===== src/period_timer_pkg.sv =====
// Purpose: constants and types shared by the period match timer
// Assumes: 8-bit register port, word index addressing
// Notes:   register offsets are indices on the plain register port
package period_timer_pkg;
   localparam int          ADDR_W          = 3;
   localparam int          DATA_W          = 8;
   localparam logic [2:0]  ADDR_COUNT      = 3'h0;
   localparam logic [2:0]  ADDR_PERIOD     = 3'h1;
   localparam logic [2:0]  ADDR_CONTROL    = 3'h2;
   localparam logic [2:0]  ADDR_STATUS     = 3'h3;
   localparam logic [2:0]  ADDR_MASK       = 3'h4;
   localparam logic [7:0]  COUNT_RESET     = 8'h00;
   localparam logic [7:0]  PERIOD_RESET    = 8'hff;
   localparam logic [6:0]  CONTROL_RESET   = 7'h00;
   localparam int          POST_LSB        = 3;
   localparam int          RUN_BIT         = 2;
   localparam logic [3:0]  PRE_DIV1_LAST   = 4'h0;
   localparam logic [3:0]  PRE_DIV4_LAST   = 4'h3;
   localparam logic [3:0]  PRE_DIV16_LAST  = 4'hf;
   localparam logic [1:0]  PRE_SEL_DIV1    = 2'h0;
   localparam logic [1:0]  PRE_SEL_DIV4    = 2'h1;
   localparam int          MATCH_FLAG_BIT  = 0;

   typedef struct packed {
      logic [3:0] postscale_select;
      logic       timer_run;
      logic [1:0] prescale_select;
   } control_type;

   typedef struct packed {
      logic [ADDR_W-1:0] addr;
      logic [DATA_W-1:0] wdata;
      logic              wr;
      logic              rd;
   } reg_req_type;
endpackage


===== src/period_match_timer.sv =====
// Purpose: 8-bit period timer with prescaler, postscaler and match interrupt
// Assumes: clock is the instruction clock; plain register port, read data one cycle later
// Notes:   status bit 0 is the match interrupt flag, cleared by writing a one
`timescale 1ns/1ns
`default_nettype none
module period_match_timer
   import period_timer_pkg::*;
(
   input  wire logic              clock,
   input  wire logic              srst,
   input  wire reg_req_type       req,
   output logic [DATA_W-1:0]      rdata,
   output logic                   irq,
   output logic                   match_pulse
);
   logic [7:0]  timer_count_r;
   logic [7:0]  period_limit_r;
   control_type control_r;
   logic [3:0]  pre_cnt_r;
   logic [3:0]  post_cnt_r;
   logic        flag_r;
   logic        mask_r;
   logic [7:0]  rdata_r;
   logic        pre_tick;
   logic        match;
   logic        count_tick;
   logic        post_tick;
   logic        wr_count;
   logic        wr_control;
   logic        wr_status;
   logic [3:0]  pre_last;
   logic [4:0]  tick_gap_r;

   function automatic logic hit(input logic [2:0] a);
      hit = req.wr && (req.addr == a);
   endfunction

   assign wr_count   = hit(ADDR_COUNT);
   assign wr_control = hit(ADDR_CONTROL);
   assign wr_status  = hit(ADDR_STATUS);

   always_comb begin
      unique case (control_r.prescale_select)
         PRE_SEL_DIV1: pre_last = PRE_DIV1_LAST;
         PRE_SEL_DIV4: pre_last = PRE_DIV4_LAST;
         default:      pre_last = PRE_DIV16_LAST;
      endcase
   end

   // prescaler runs only with the timer and clears while stopped, so a restarted timer begins a fresh divide
   assign pre_tick   = control_r.timer_run && (pre_cnt_r == pre_last);
   assign match      = (timer_count_r == period_limit_r);
   assign count_tick = pre_tick && !wr_count && !wr_control;
   assign post_tick  = count_tick && match && (post_cnt_r == control_r.postscale_select);

   always_ff @(posedge clock) begin
      if (srst || wr_count || wr_control || !control_r.timer_run) begin
         pre_cnt_r <= '0;
      end else if (pre_tick) begin
         pre_cnt_r <= '0;
      end else begin
         pre_cnt_r <= pre_cnt_r + 4'h1;
      end
   end

   always_ff @(posedge clock) begin
      if (srst || wr_count || wr_control) begin
         post_cnt_r <= '0;
      end else if (count_tick && match) begin
         if (post_cnt_r == control_r.postscale_select) begin
            post_cnt_r <= '0;
         end else begin
            post_cnt_r <= post_cnt_r + 4'h1;
         end
      end
   end

   always_ff @(posedge clock) begin
      if (srst) begin
         timer_count_r <= COUNT_RESET;
      end else if (wr_count) begin
         timer_count_r <= req.wdata;
      end else if (count_tick) begin
         if (match) begin
            timer_count_r <= COUNT_RESET;
         end else begin
            timer_count_r <= timer_count_r + 8'h01;
         end
      end
   end

   always_ff @(posedge clock) begin
      if (srst) begin
         period_limit_r <= PERIOD_RESET;
      end else if (hit(ADDR_PERIOD)) begin
         period_limit_r <= req.wdata;
      end
   end

   always_ff @(posedge clock) begin
      if (srst) begin
         control_r <= CONTROL_RESET;
      end else if (wr_control) begin
         control_r <= req.wdata[6:0];
      end
   end

   // set wins over a same-cycle clear
   always_ff @(posedge clock) begin
      if (srst) begin
         flag_r <= 1'b0;
      end else if (post_tick) begin
         flag_r <= 1'b1;
      end else if (wr_status && req.wdata[MATCH_FLAG_BIT]) begin
         flag_r <= 1'b0;
      end
   end

   always_ff @(posedge clock) begin
      if (srst) begin
         mask_r <= 1'b0;
      end else if (hit(ADDR_MASK)) begin
         mask_r <= req.wdata[MATCH_FLAG_BIT];
      end
   end

   always_ff @(posedge clock) begin
      if (srst) begin
         rdata_r <= '0;
      end else if (req.rd) begin
         unique case (req.addr)
            ADDR_COUNT:   rdata_r <= timer_count_r;
            ADDR_PERIOD:  rdata_r <= period_limit_r;
            ADDR_CONTROL: rdata_r <= {1'b0, control_r};
            ADDR_STATUS:  rdata_r <= {7'h00, flag_r};
            ADDR_MASK:    rdata_r <= {7'h00, mask_r};
            default:      rdata_r <= '0;
         endcase
      end else begin
         rdata_r <= '0;
      end
   end

   assign rdata       = rdata_r;
   assign irq         = flag_r && mask_r;
   assign match_pulse = count_tick && match;

   // checking aid only: cycles since the last tick or scaler clear, measured apart from the prescaler
   always_ff @(posedge clock) begin
      if (srst || wr_count || wr_control || count_tick) begin
         tick_gap_r <= '0;
      end else if (tick_gap_r != '1) begin
         tick_gap_r <= tick_gap_r + 5'h01;
      end
   end

   prescale_tick_a : assert property (
      @(posedge clock) disable iff (srst)
      count_tick |-> control_r.timer_run
   ) else $error("count ticked while stopped");

   count_hold_a : assert property (
      @(posedge clock) disable iff (srst)
      (!control_r.timer_run && !req.wr) |=> $stable(timer_count_r)
   ) else $error("count moved while stopped");

   div16_space_a : assert property (
      @(posedge clock) disable iff (srst)
      (count_tick && control_r.prescale_select[1]) |-> (tick_gap_r == {1'b0, PRE_DIV16_LAST})
   ) else $error("tick spacing at div16");

   div4_space_a : assert property (
      @(posedge clock) disable iff (srst)
      (count_tick && control_r.prescale_select == PRE_SEL_DIV4) |-> (tick_gap_r == {1'b0, PRE_DIV4_LAST})
   ) else $error("tick spacing at div4");

   div1_tick_a : assert property (
      @(posedge clock) disable iff (srst)
      (control_r.timer_run && control_r.prescale_select == PRE_SEL_DIV1 && !wr_count && !wr_control) |-> count_tick
   ) else $error("missed tick at div1");

   pre_bound_a : assert property (
      @(posedge clock) disable iff (srst)
      pre_cnt_r <= pre_last
   ) else $error("prescaler past its limit");

   stop_clear_a : assert property (
      @(posedge clock) disable iff (srst)
      !control_r.timer_run |=> (pre_cnt_r == '0)
   ) else $error("prescaler moved while stopped");

   wrap_zero_a : assert property (
      @(posedge clock) disable iff (srst)
      (count_tick && match && !req.wr) |=> (timer_count_r == COUNT_RESET)
   ) else $error("no wrap on match");

   count_step_a : assert property (
      @(posedge clock) disable iff (srst)
      (count_tick && !match) |=> (timer_count_r == $past(timer_count_r) + 8'h01)
   ) else $error("bad step");

   pulse_run_a : assert property (
      @(posedge clock) disable iff (srst)
      match_pulse |-> (timer_count_r == period_limit_r && control_r.timer_run)
   ) else $error("match pulse without match");

   ctrl_keep_a : assert property (
      @(posedge clock) disable iff (srst)
      (wr_control && !wr_count) |=> $stable(timer_count_r)
   ) else $error("control write changed count");

   scaler_clear_a : assert property (
      @(posedge clock) disable iff (srst)
      (wr_count || wr_control) |=> (pre_cnt_r == 4'h0 && post_cnt_r == 4'h0)
   ) else $error("scaler not cleared");

   post_step_a : assert property (
      @(posedge clock) disable iff (srst)
      (count_tick && match && (post_cnt_r != control_r.postscale_select)) |=> (post_cnt_r == $past(post_cnt_r) + 4'h1)
   ) else $error("postscaler did not advance");

   post_hold_a : assert property (
      @(posedge clock) disable iff (srst)
      (!(count_tick && match) && !wr_count && !wr_control) |=> $stable(post_cnt_r)
   ) else $error("postscaler moved without match");

   post_ratio_a : assert property (
      @(posedge clock) disable iff (srst)
      post_tick |-> (post_cnt_r == control_r.postscale_select)
   ) else $error("postscale ratio");

   post_fire_a : assert property (
      @(posedge clock) disable iff (srst)
      (count_tick && match && (post_cnt_r == control_r.postscale_select)) |=> (post_cnt_r == '0)
   ) else $error("postscaler did not wrap");

   post_bound_a : assert property (
      @(posedge clock) disable iff (srst)
      post_cnt_r <= control_r.postscale_select
   ) else $error("postscaler past its limit");

   flag_set_a : assert property (
      @(posedge clock) disable iff (srst)
      post_tick |=> flag_r
   ) else $error("flag not set");

   flag_rise_a : assert property (
      @(posedge clock) disable iff (srst)
      (!flag_r && !post_tick) |=> !flag_r
   ) else $error("flag set without postscaler output");

   flag_keep_a : assert property (
      @(posedge clock) disable iff (srst)
      (flag_r && !wr_status) |=> flag_r
   ) else $error("flag dropped");

   flag_zero_a : assert property (
      @(posedge clock) disable iff (srst)
      (flag_r && wr_status && !req.wdata[MATCH_FLAG_BIT]) |=> flag_r
   ) else $error("flag dropped on write of zero");

   flag_clear_a : assert property (
      @(posedge clock) disable iff (srst)
      (wr_status && req.wdata[MATCH_FLAG_BIT] && !post_tick) |=> !flag_r
   ) else $error("flag not cleared");

   wr_count_a : assert property (
      @(posedge clock) disable iff (srst)
      (req.wr && req.addr == ADDR_COUNT) |=> (timer_count_r == $past(req.wdata))
   ) else $error("count write lost");

   wr_period_a : assert property (
      @(posedge clock) disable iff (srst)
      (req.wr && req.addr == ADDR_PERIOD) |=> (period_limit_r == $past(req.wdata))
   ) else $error("period write lost");

   period_hold_a : assert property (
      @(posedge clock) disable iff (srst)
      !(req.wr && req.addr == ADDR_PERIOD) |=> $stable(period_limit_r)
   ) else $error("period changed without write");

   ctrl_hold_a : assert property (
      @(posedge clock) disable iff (srst)
      !wr_control |=> $stable(control_r)
   ) else $error("control changed without write");

   rd_count_a : assert property (
      @(posedge clock) disable iff (srst)
      (req.rd && req.addr == ADDR_COUNT) |=> (rdata == $past(timer_count_r))
   ) else $error("count read data");

   rd_period_a : assert property (
      @(posedge clock) disable iff (srst)
      (req.rd && req.addr == ADDR_PERIOD) |=> (rdata == $past(period_limit_r))
   ) else $error("period read data");

   rd_control_a : assert property (
      @(posedge clock) disable iff (srst)
      (req.rd && req.addr == ADDR_CONTROL) |=> (rdata == {1'b0, $past(control_r)})
   ) else $error("control read data");

   rd_status_a : assert property (
      @(posedge clock) disable iff (srst)
      (req.rd && req.addr == ADDR_STATUS) |=> (rdata == {7'h00, $past(flag_r)})
   ) else $error("status read data");

   rd_mask_a : assert property (
      @(posedge clock) disable iff (srst)
      (req.rd && req.addr == ADDR_MASK) |=> (rdata == {7'h00, $past(mask_r)})
   ) else $error("mask read data");

   rd_unmapped_a : assert property (
      @(posedge clock) disable iff (srst)
      (req.rd && req.addr > ADDR_MASK) |=> (rdata == '0)
   ) else $error("unmapped read not zero");

   rd_idle_a : assert property (
      @(posedge clock) disable iff (srst)
      !req.rd |=> (rdata == '0)
   ) else $error("read data outside its cycle");

   reset_val_a : assert property (
      @(posedge clock)
      srst |=> (timer_count_r == COUNT_RESET && period_limit_r == PERIOD_RESET)
   ) else $error("reset values");

   reset_ctrl_a : assert property (
      @(posedge clock)
      srst |=> (control_r == CONTROL_RESET && !flag_r && !mask_r && pre_cnt_r == '0 && post_cnt_r == '0 && rdata == '0)
   ) else $error("reset state of control and scalers");
endmodule
`default_nettype wire


===== config.mk =====
export PLATFORM = sky130hd
export DESIGN_NAME = period_match_timer
export DESIGN_NICKNAME = d
export VERILOG_FILES = /design/src/period_timer_pkg.sv /design/src/period_match_timer.sv
export SDC_FILE = /design/constraint.sdc
export NUM_CORES = 1
export LEC_CHECK = 0
export BUFFER_PORTS_ARGS = -buffer_cell sky130_fd_sc_hd__buf_2
export CORE_AREA = 2 2 96 98
export DETAILED_ROUTE_END_ITERATION = 12
export DIE_AREA = 0 0 98 100
export PLACE_DENSITY = 0.38
export SYNTH_ARGS = -nofsm -noshare
export SYNTH_HDL_FRONTEND = slang
export SYNTH_SLANG_ARGS = --single-unit

===== constraint.sdc =====
create_clock -name clock -period 5.6 [get_ports clock]
set_clock_uncertainty 0.05 [all_clocks]
set_input_delay 0.28 -clock clock [delete_from_list [all_inputs] [get_ports clock]]
set_output_delay 0.28 -clock clock [all_outputs]
set_load 0.05 [all_outputs]

==> flow_summary.yaml, run 1 <==
run_status:
  run_status: "completed"
critical_path:
  critPathArrivalTime_ns: 2.25
  crit_fanout: 8
  worstSetupPathType: "register to output pin"
  crit_path_end_kind: "output pin"
  r2r-end: "timer_count_r[6]"
  startpoint: "timer_count_r[4]"
  endpoint: "match_pulse"
  r2r_start: "timer_count_r[4]"
  r2r_cells: 5
  crit_required_ns: 5.27
  start_kind: "register"
  r2r_slack_ns: 3.32
synthesis:
  ys_warn_count: 0
  seq_area_frac_synth: 0.3854
  syn_area_mm2: 0.002130
  ys.flop_type: "dfxtp_1"
  synthArstFlopShare: 0
  synth_cell_type_count: 49
  synth_edf_count: 0
  syn-num-nets: 265
  synth-seq-cells: 41
  synthCells: 247
  syn_area_per_cell_um2: 8.622
worst_hold_path:
  min_path_cells: 2
  min_path_type: "input port to register"
global_route:
  grt_pass1_vias: 1742
  grt_max_degree: 31
  grt.total_usage: 0.1178
  grt_first_pass_wirelength_um: 9294
  overflow: 0
  antenna_found_initial: 0
floorplanning:
  floorplan.initialDensity: 0.2395
  die_x_um: 98
  die_area_mm2: 0.009800
  rows: 35
  ios: 25
  core_mm2: 0.008890
  die_y_um: 100
final_layout:
  drive_gt1_frac: 0.1654
  utilization: 0.2721
  fill_cells: 984
  post-route-cell-area_mm2: 0.002419
  syn2layout_area_growth_pct: 13.57
  layout_commonest_cell: "dfxtp_1"
  nets: 283
  final_cell_mix: "dfxtp_1, nor2_1, buf_2"
  antenna_cells: 0
cts:
  cts_num_sinks: 41
  cts_tree: "built"
  clock_latency_ns: 0.29
  cts_buffers: 5
  cts-htree-levels: 2
  hold_buffers: 0
  clock_path_buffers: 2
  path_clk_slew_ns: 0.08
  cts_resized: 0
  postCtsSetupBuffers: 0
  cts-root-buf: "clkbuf_8"
route:
  drc: 0
  detail-route-antenna-nets: 0
  wl_per_cell_um: 15.00
  drt_iter0_markers: 53
  drtPass1Iterations: 4
  post_drt_via_cell_ratio: 4.756
  routed_wl_um: 5656
  dr_total_vias: 1793
pwr:
  p_per_area_mw_per_mm2: 227.7
  p_leak_nw: 0.8697
  max-vdd-ir-drop_mv: 0.09993
timing:
  relSlewSlack: 0.5315
  rsz0062_at_grt: "no"
  worst_pin_slew_ns: 0.7027
  min_period_ns: 2.580
  drv_slew: 0
  setup_violations: 0
  hold_violations: 0
  max_clock_freq_mhz: 387.6
  fin_crit_sh: 0.4607
  finalWorstSetupSlack_ns: 3.020
  fin_tns_setup_ns: 0
placed_design:
  gp_congestion: 0.7332
  hpwl_um: 4166
  pre_cts_slack_ns: 3.127
  port_buffers: 24
  dpl_cell_area_mm2: 0.002336
job:
  max_cap_violations: 0
-- report_power, final --
part	leakage, nW	switching, mW	total [mW]	internal (mW)
Combinational	0.493	0.0363	0.0579	0.0216
Clock	0.0450	0.102	0.188	0.0865
Sequential	0.332	0.00718	0.305	0.298
-- metal layers --
layer | part of all wire | vias up | GRT usage
li1 | - | 923 | -
met1 | 0.52 | 848 | 0.1592
met2 | 0.44 | 18 | 0.1897
met3 | 0.026 | 4 | 0.02716
met4 | 0.0094 | 0 | 0.03205
met5 | 0 | - | 0
-- registers in the layout, summed over array words and instances (netlist names) --
signal          flops
rdata               8
pre_cnt_r           4
control_r           7
timer_count_r       8
post_cnt_r          4
period_limit_r      8
flag_r              1
mask_r              1
-- cells by family (layout without fill, tap and decap cells) --
group	Yosys count	count (layout)	share of synthesized area
AO/OA/AOI/OAI	57	57	0.1968
XOR/XNOR	15	15	0.06169
adder cells (fa/ha/maj)	3	3	0.01763
buffers and inverters	17	36	0.03349
flip-flops	41	41	0.3854
multiplexers	9	9	0.04289
AND/OR/NAND/NOR	105	105	0.2620
-- cells in the mapped netlist, types with 3 or more instances --
library cell	n	area, um2
o21ai_0	5	25.02
a21oi_1	22	110.1
o31ai_1	3	22.52
ha_1	3	37.54
and3_1	6	37.54
nor2_1	29	108.9
nor2b_1	11	68.82
mux2i_1	8	80.08
a31oi_1	3	18.77
nand4b_1	3	26.28
nand2_1	23	86.33
buf_2	3	15.01
and2_1	3	18.77
nand3_1	11	55.05
xor2_1	8	70.07
clkbuf_1	9	33.78
a311oi_1	3	26.28
a211o_1	9	78.83
nand4_1	4	25.02
xnor2_1	7	61.31
dfxtp_1	41	820.8
inv_1	3	11.26
-- worst max-delay path: stages (launching register included) --
cell and delay [ns]:
dfxtp_1 0.49, xor2_1 0.13, nor4_2 0.63, o2111a_1 0.41
buf_2 0.31
-- how the worst min path moves through the flow --
stage                 start           endpoint  slack, ns
2_1_floorplan        req[2]  period_limit_r[0]       0.35
3_3_place_gp   pre_cnt_r[0]       pre_cnt_r[0]       0.41
3_5_place_dp   pre_cnt_r[0]       pre_cnt_r[0]       0.42
4_1_cts              req[9]  period_limit_r[7]       0.17
5_1_grt              req[9]  period_limit_r[7]       0.17
6_report             req[9]  period_limit_r[7]       0.17
-- layout make-up --
type | count | area [um2] | area share
repair buffers | 25 | 127.6 | 0.05277
inverters | 3 | 11.26 | 0.004656
clock buffers | 6 | 72.57 | 0.03001
flip-flops and latches | 41 | 820.8 | 0.3394
multi-input cells | 189 | 1237 | 0.5116
clock inverters | 2 | 10.01 | 0.004139
well taps | 111 | 138.9 | 0.05742
-- through the flow --
step	instances	power [mW]	hold WS (ns)
4_1_cts	377	0.5628	0.1660
3_3_place_gp	369	0.3703	0.4063
2_1_floorplan	247	0.3499	0.3479
5_1_grt	377	0.5794	0.1719
6_report	377	0.5507	0.1665
3_5_place_dp	369	0.3697	0.4177
Note: power is estimated with default switching activity, not from simulation.
==> run 2: changes to the inputs <==
==> constraint.sdc (replaced) <==
create_clock -name clock -period 2.6 [get_ports clock]
set_clock_uncertainty 0.05 [all_clocks]
set_input_delay 0.13 -clock clock [delete_from_list [all_inputs] [get_ports clock]]
set_output_delay 0.13 -clock clock [all_outputs]
set_load 0.05 [all_outputs]
==> run 2 against run 1 <==
Critical path depth unchanged. Utilization up 1.2 points. Worst hold slack worse by 0.15 ns. Final cell count up 2.4%. Via count up 1.1%. Worst setup slack worse by 2.8 ns. Register-to-register slack worse by 2.9 ns. Sequential power up 120%. Sequential share of layout area down 1.4 points. First-iteration DRC count up 57%. Critical endpoint unchanged. Largest cell class unchanged.
==> flow_summary.yaml, run 2 (synthesis gave the netlist of run 1 again) <==
run_status:
  run_status: "completed"
cts:
  cts-htree-levels: 2
  cts_buffers: 5
  cts-root-buf: "clkbuf_8"
  postCtsSetupBuffers: 0
  cts_num_sinks: 41
  cts_resized: 0
  path_clk_slew_ns: 0.08
  cts_tree: "built"
  clock_latency_ns: 0.29
  clock_path_buffers: 2
  hold_buffers: 0
critical_path:
  r2r_cells: 5
  critical_path.top_delay_family: "compound AO/OA/AOI/OAI gates"
  critPathBufInv: 1
  crit_path_end_kind: "output pin"
  crit_path_max_incr_delay_ns: 0.44
  r2r-end: "timer_count_r[0]"
  r2r_start: "control_r[0]"
  path_cells: "or3_4 -> a2111oi_4 -> o2111a_1 -> buf_2"
  crit_fanout: 6
  crit_required_ns: 2.42
  critPathArrivalTime_ns: 2.17
  worstSetupPathType: "register to output pin"
  startpoint: "control_r[0]"
  crit_slowest_cell: "a2111oi_4"
  start_kind: "register"
  r2r_slack_ns: 0.41
timing:
  drv_slew: 0
  setup_violations: 0
  worst_pin_slew_ns: 0.5193
  relSlewSlack: 0.6536
  fin_tns_setup_ns: 0
  max_clock_freq_mhz: 425.6
  rsz0062_at_grt: "no"
  fin_crit_sh: 0.9037
  hold_violations: 0
  min_period_ns: 2.350
worst_hold_path:
  min_path_cells: 2
  hold_end: "period_limit_r[7]"
  min_path_type: "input port to register"
  min_from: "req[9]"
job:
  max_cap_violations: 0
final_layout:
  fill_cells: 986
  final_cell_mix: "dfxtp_1, nor2_1, buf_2"
  nets: 292
  post-route-cell-area_mm2: 0.002524
  layout.cells.non_filler: 386
  antenna_cells: 0
  syn2layout_area_growth_pct: 18.51
  seqCellArea_um2: 820.8
  utilization: 0.2839
  drive_gt1_frac: 0.1964
  layout_commonest_cell: "dfxtp_1"
  multi_input_area_mm2: 0.001237
global_route:
  grt_max_degree: 30
  grt_first_pass_wirelength_um: 9715
  grt_pass1_vias: 1876
  antenna_found_initial: 0
  overflow: 0
  grt.total_usage: 0.1236
route:
  post_drt_via_cell_ratio: 4.697
  wl_per_cell_um: 14.67
  dr_total_vias: 1813
  routed_wl_um: 5662
  drt_iter0_markers: 83
  drtPass1Iterations: 6
  detail-route-antenna-nets: 0
  drc: 0
floorplanning:
  die_x_um: 98
  rows: 35
  floorplan.initialDensity: 0.2395
  die_area_mm2: 0.009800
  ios: 25
  die_y_um: 100
  core_mm2: 0.008890
pwr:
  p_per_area_mw_per_mm2: 529.1
  max-vdd-ir-drop_mv: 0.1976
  p_leak_nw: 0.9259
  power.total_mw: 1.335
placed_design:
  dpl_cell_area_mm2: 0.002404
  gp_congestion: 0.7513
  port_buffers: 24
  dp_cells: 378
  hpwl_um: 4242
==> run 2: stage by stage <==
step                hold WS (ns)  setup WS (ns)
finish                   0.01800         0.2503
global route             0.02556         0.1336
CTS                      0.01683         0.2148
global placement          0.3165         0.4630
detailed placement        0.3253         0.4114
floorplan                 0.1979         0.4319
==> run 2: cell type report <==
type,count,share of cell area
well taps,111,0.05503
clock inverters,2,0.01487
multi-input cells,189,0.4903
repair buffers,34,0.07734
inverters,3,0.004462
flip-flops and latches,41,0.3252
clock buffers,6,0.03272
==> run 2: power by group <==
group          total (mW)  internal (mW)  switching, mW  leakage [nW]
sequential          0.656          0.641         0.0146         0.332
clock               0.549          0.313          0.236        0.0574
combinational       0.131         0.0509         0.0799         0.536
total                1.34           1.00          0.331         0.926
==> run 2: routing by layer <==
layer	share of wire	vias to the layer above	global-route usage
met1	0.49	850	0.1611
met5	0	-	0
met2	0.47	25	0.2071
li1	-	934	-
met4	0.010	0	0.03312
met3	0.033	4	0.02786
==> run 2: how the worst max path moves through the flow <==
stage / to / slack (ns) / cells after the start
after floorplan: post_cnt_r[3] / 0.43 / 5
after global placement: timer_count_r[0] / 0.46 / 5
after detailed placement: timer_count_r[0] / 0.41 / 5
after CTS: match_pulse / 0.21 / 4
after global routing: match_pulse / 0.13 / 4
final: match_pulse / 0.25 / 4
==> run 3: changes to the inputs <==
--- a/config.mk
+++ b/config.mk
@@ -5,11 +5,11 @@
 export SDC_FILE = /design/constraint.sdc
 export NUM_CORES = 1
 export LEC_CHECK = 0
-export BUFFER_PORTS_ARGS = -buffer_cell sky130_fd_sc_hd__buf_2
 export CORE_AREA = 2 2 96 98
 export DETAILED_ROUTE_END_ITERATION = 12
 export DIE_AREA = 0 0 98 100
-export PLACE_DENSITY = 0.38
+export DONT_BUFFER_PORTS = 1
+export PLACE_DENSITY = 0.36
 export SYNTH_ARGS = -nofsm -noshare
 export SYNTH_HDL_FRONTEND = slang
 export SYNTH_SLANG_ARGS = --single-unit
==> run 3 against run 2 <==
Total power fell by 1.4%. Non-clock buffer count fell by 14. Utilization fell by 0.20 points. Global-route usage rose by 1.1 points. Sequential power rose by 1%. Fmax rose by 1.4%. Routed wire length rose by 9.8%. Sequential cell count did not move. Critical path depth did not move. Largest cell class unchanged. Clock power fell by 2%. Combinational power fell by 13%.
==> flow_summary.yaml, run 3 (synthesis gave the netlist of run 1 again) <==
final_layout:
  antenna_cells: 0
  multi_input_area_mm2: 0.001237
  layout_commonest_cell: "dfxtp_1"
  fill_cells: 956
  nets: 278
  drive_gt1_frac: 0.1034
  syn2layout_area_growth_pct: 17.68
  post-route-cell-area_mm2: 0.002506
  seqCellArea_um2: 820.8
  final_cell_mix: "dfxtp_1, nor2_1, nand2_1"
floorplanning:
  die_x_um: 98
  core_mm2: 0.008890
  die_area_mm2: 0.009800
  die_y_um: 100
  ios: 25
  floorplan.initialDensity: 0.2395
  rows: 35
pwr:
  p_seq_frac: 0.504
  swShare: 0.2545
  p_per_area_mw_per_mm2: 525.4
  max-vdd-ir-drop_mv: 0.1866
  pwr-share-comb: 0.087
  pwr-share-clk: 0.409
  intPower_mw: 0.9816
  p_switching_mw: 0.3352
  p_leak_nw: 0.8547
timing:
  fin_tns_setup_ns: 0
  max_clock_freq_mhz: 431.7
  drv_slew: 0
  hold_violations: 0
  finalWorstSetupSlack_ns: 0.2835
  setup_violations: 0
  fin_crit_sh: 0.8910
  rsz0062_at_grt: "no"
  relSlewSlack: 0.2363
  worst_pin_slew_ns: 1.142
  min_period_ns: 2.317
cts:
  clock_path_buffers: 2
  cts_resized: 0
  path_clk_slew_ns: 0.09
  postCtsSetupBuffers: 0
  cts_num_sinks: 41
  cts_buffers: 5
  cts_tree: "built"
  clock_latency_ns: 0.30
  cts-root-buf: "clkbuf_8"
  cts-htree-levels: 2
  hold_buffers: 13
run_status:
  run_status: "completed"
placed_design:
  dpl_cell_area_mm2: 0.002261
  gp_congestion: 0.7613
  port_buffers: 0
  pre_cts_slack_ns: 0.3799
  hpwl_um: 4381
route:
  wl_per_cell_um: 16.72
  post_drt_via_cell_ratio: 4.995
  detail-route-antenna-nets: 0
  drc: 0
  drtPass1Iterations: 4
  drt_iter0_markers: 64
  dr_total_vias: 1858
  routed_wl_um: 6219
global_route:
  grt_pass1_vias: 1825
  grt_first_pass_wirelength_um: 10080
  grt_max_degree: 28
  grt.total_usage: 0.1344
  antenna_found_initial: 0
  overflow: 0
critical_path:
  crit_required_ns: 2.42
  critPathArrivalTime_ns: 2.14
  worstSetupPathType: "register to output pin"
  crit_path_end_kind: "output pin"
  crit_fanout: 6
  start_kind: "register"
worst_hold_path:
  min_path_type: "input port to register"
job:
  max_cap_violations: 0
run 3: cell types whose count changed in the layout (fill, tap and decap cells not counted), sizes merged:
cell / previous run / this run
buf: 34 / 7
clkbuf: 6 / 5
clkinv: 0 / 1
dlygate4sd3: 0 / 13
run 3: power groups by stage:
stage,sequential (mW),combinational [mW],clock [mW]
6_report,0.664,0.114,0.539
5_1_grt,0.667,0.127,0.584
4_1_cts,0.664,0.116,0.557
3_5_place_dp,0.679,0.0867,0
3_3_place_gp,0.679,0.0870,0
2_1_floorplan,0.674,0.0796,0
run 3: final timing paths:
check	start	end	cells past startpoint	slack, ns
worst max register to register	control_r[0]	timer_count_r[0]	5	0.38
worst min-delay path	req[10]	rdata[7]	2	0.02
worst min register to register	control_r[6]	control_r[6]	2	0.44
worst max-delay path	timer_count_r[5]	match_pulse	4	0.28
run 3: critical path: stages, from the launching register on:
cell and delay, ns:
dfxtp_1 0.45, xor2_1 0.11, nor4_2 0.60, o2111a_1 0.42, buf_4 0.24
run 3: final cells by class:
type | count | share of cell area
timing repair buffer | 20 | 0.07289
clock buffer | 5 | 0.02746
inverter | 3 | 0.004493
sequential | 41 | 0.3275
clock inverter | 3 | 0.01847
multi-input combinational | 189 | 0.4938
tap | 111 | 0.05542
run 3: routing by layer:
layer / global-route usage / routed length [um]
met1: 0.1847 / 3123
met2: 0.2113 / 2792
met3: 0.02925 / 231
met4: 0.04167 / 72
met5: 0 / 0
run 3: per-stage QoR:
| step | hold slack, ns | total power, mW | util | cells |
|---|---|---|---|---|
| final | 0.02023 | 1.317 | 0.2819 | 372 |
| after global routing | 0.02614 | 1.377 | 0.2819 | 372 |
| after CTS | 0.01567 | 1.337 | 0.2819 | 372 |
| after detailed placement | 0.1548 | 0.7659 | 0.2543 | 351 |
| after global placement | 0.1532 | 0.7662 | 0.2543 | 351 |
| after floorplan | 0.1979 | 0.7537 | - | 247 |
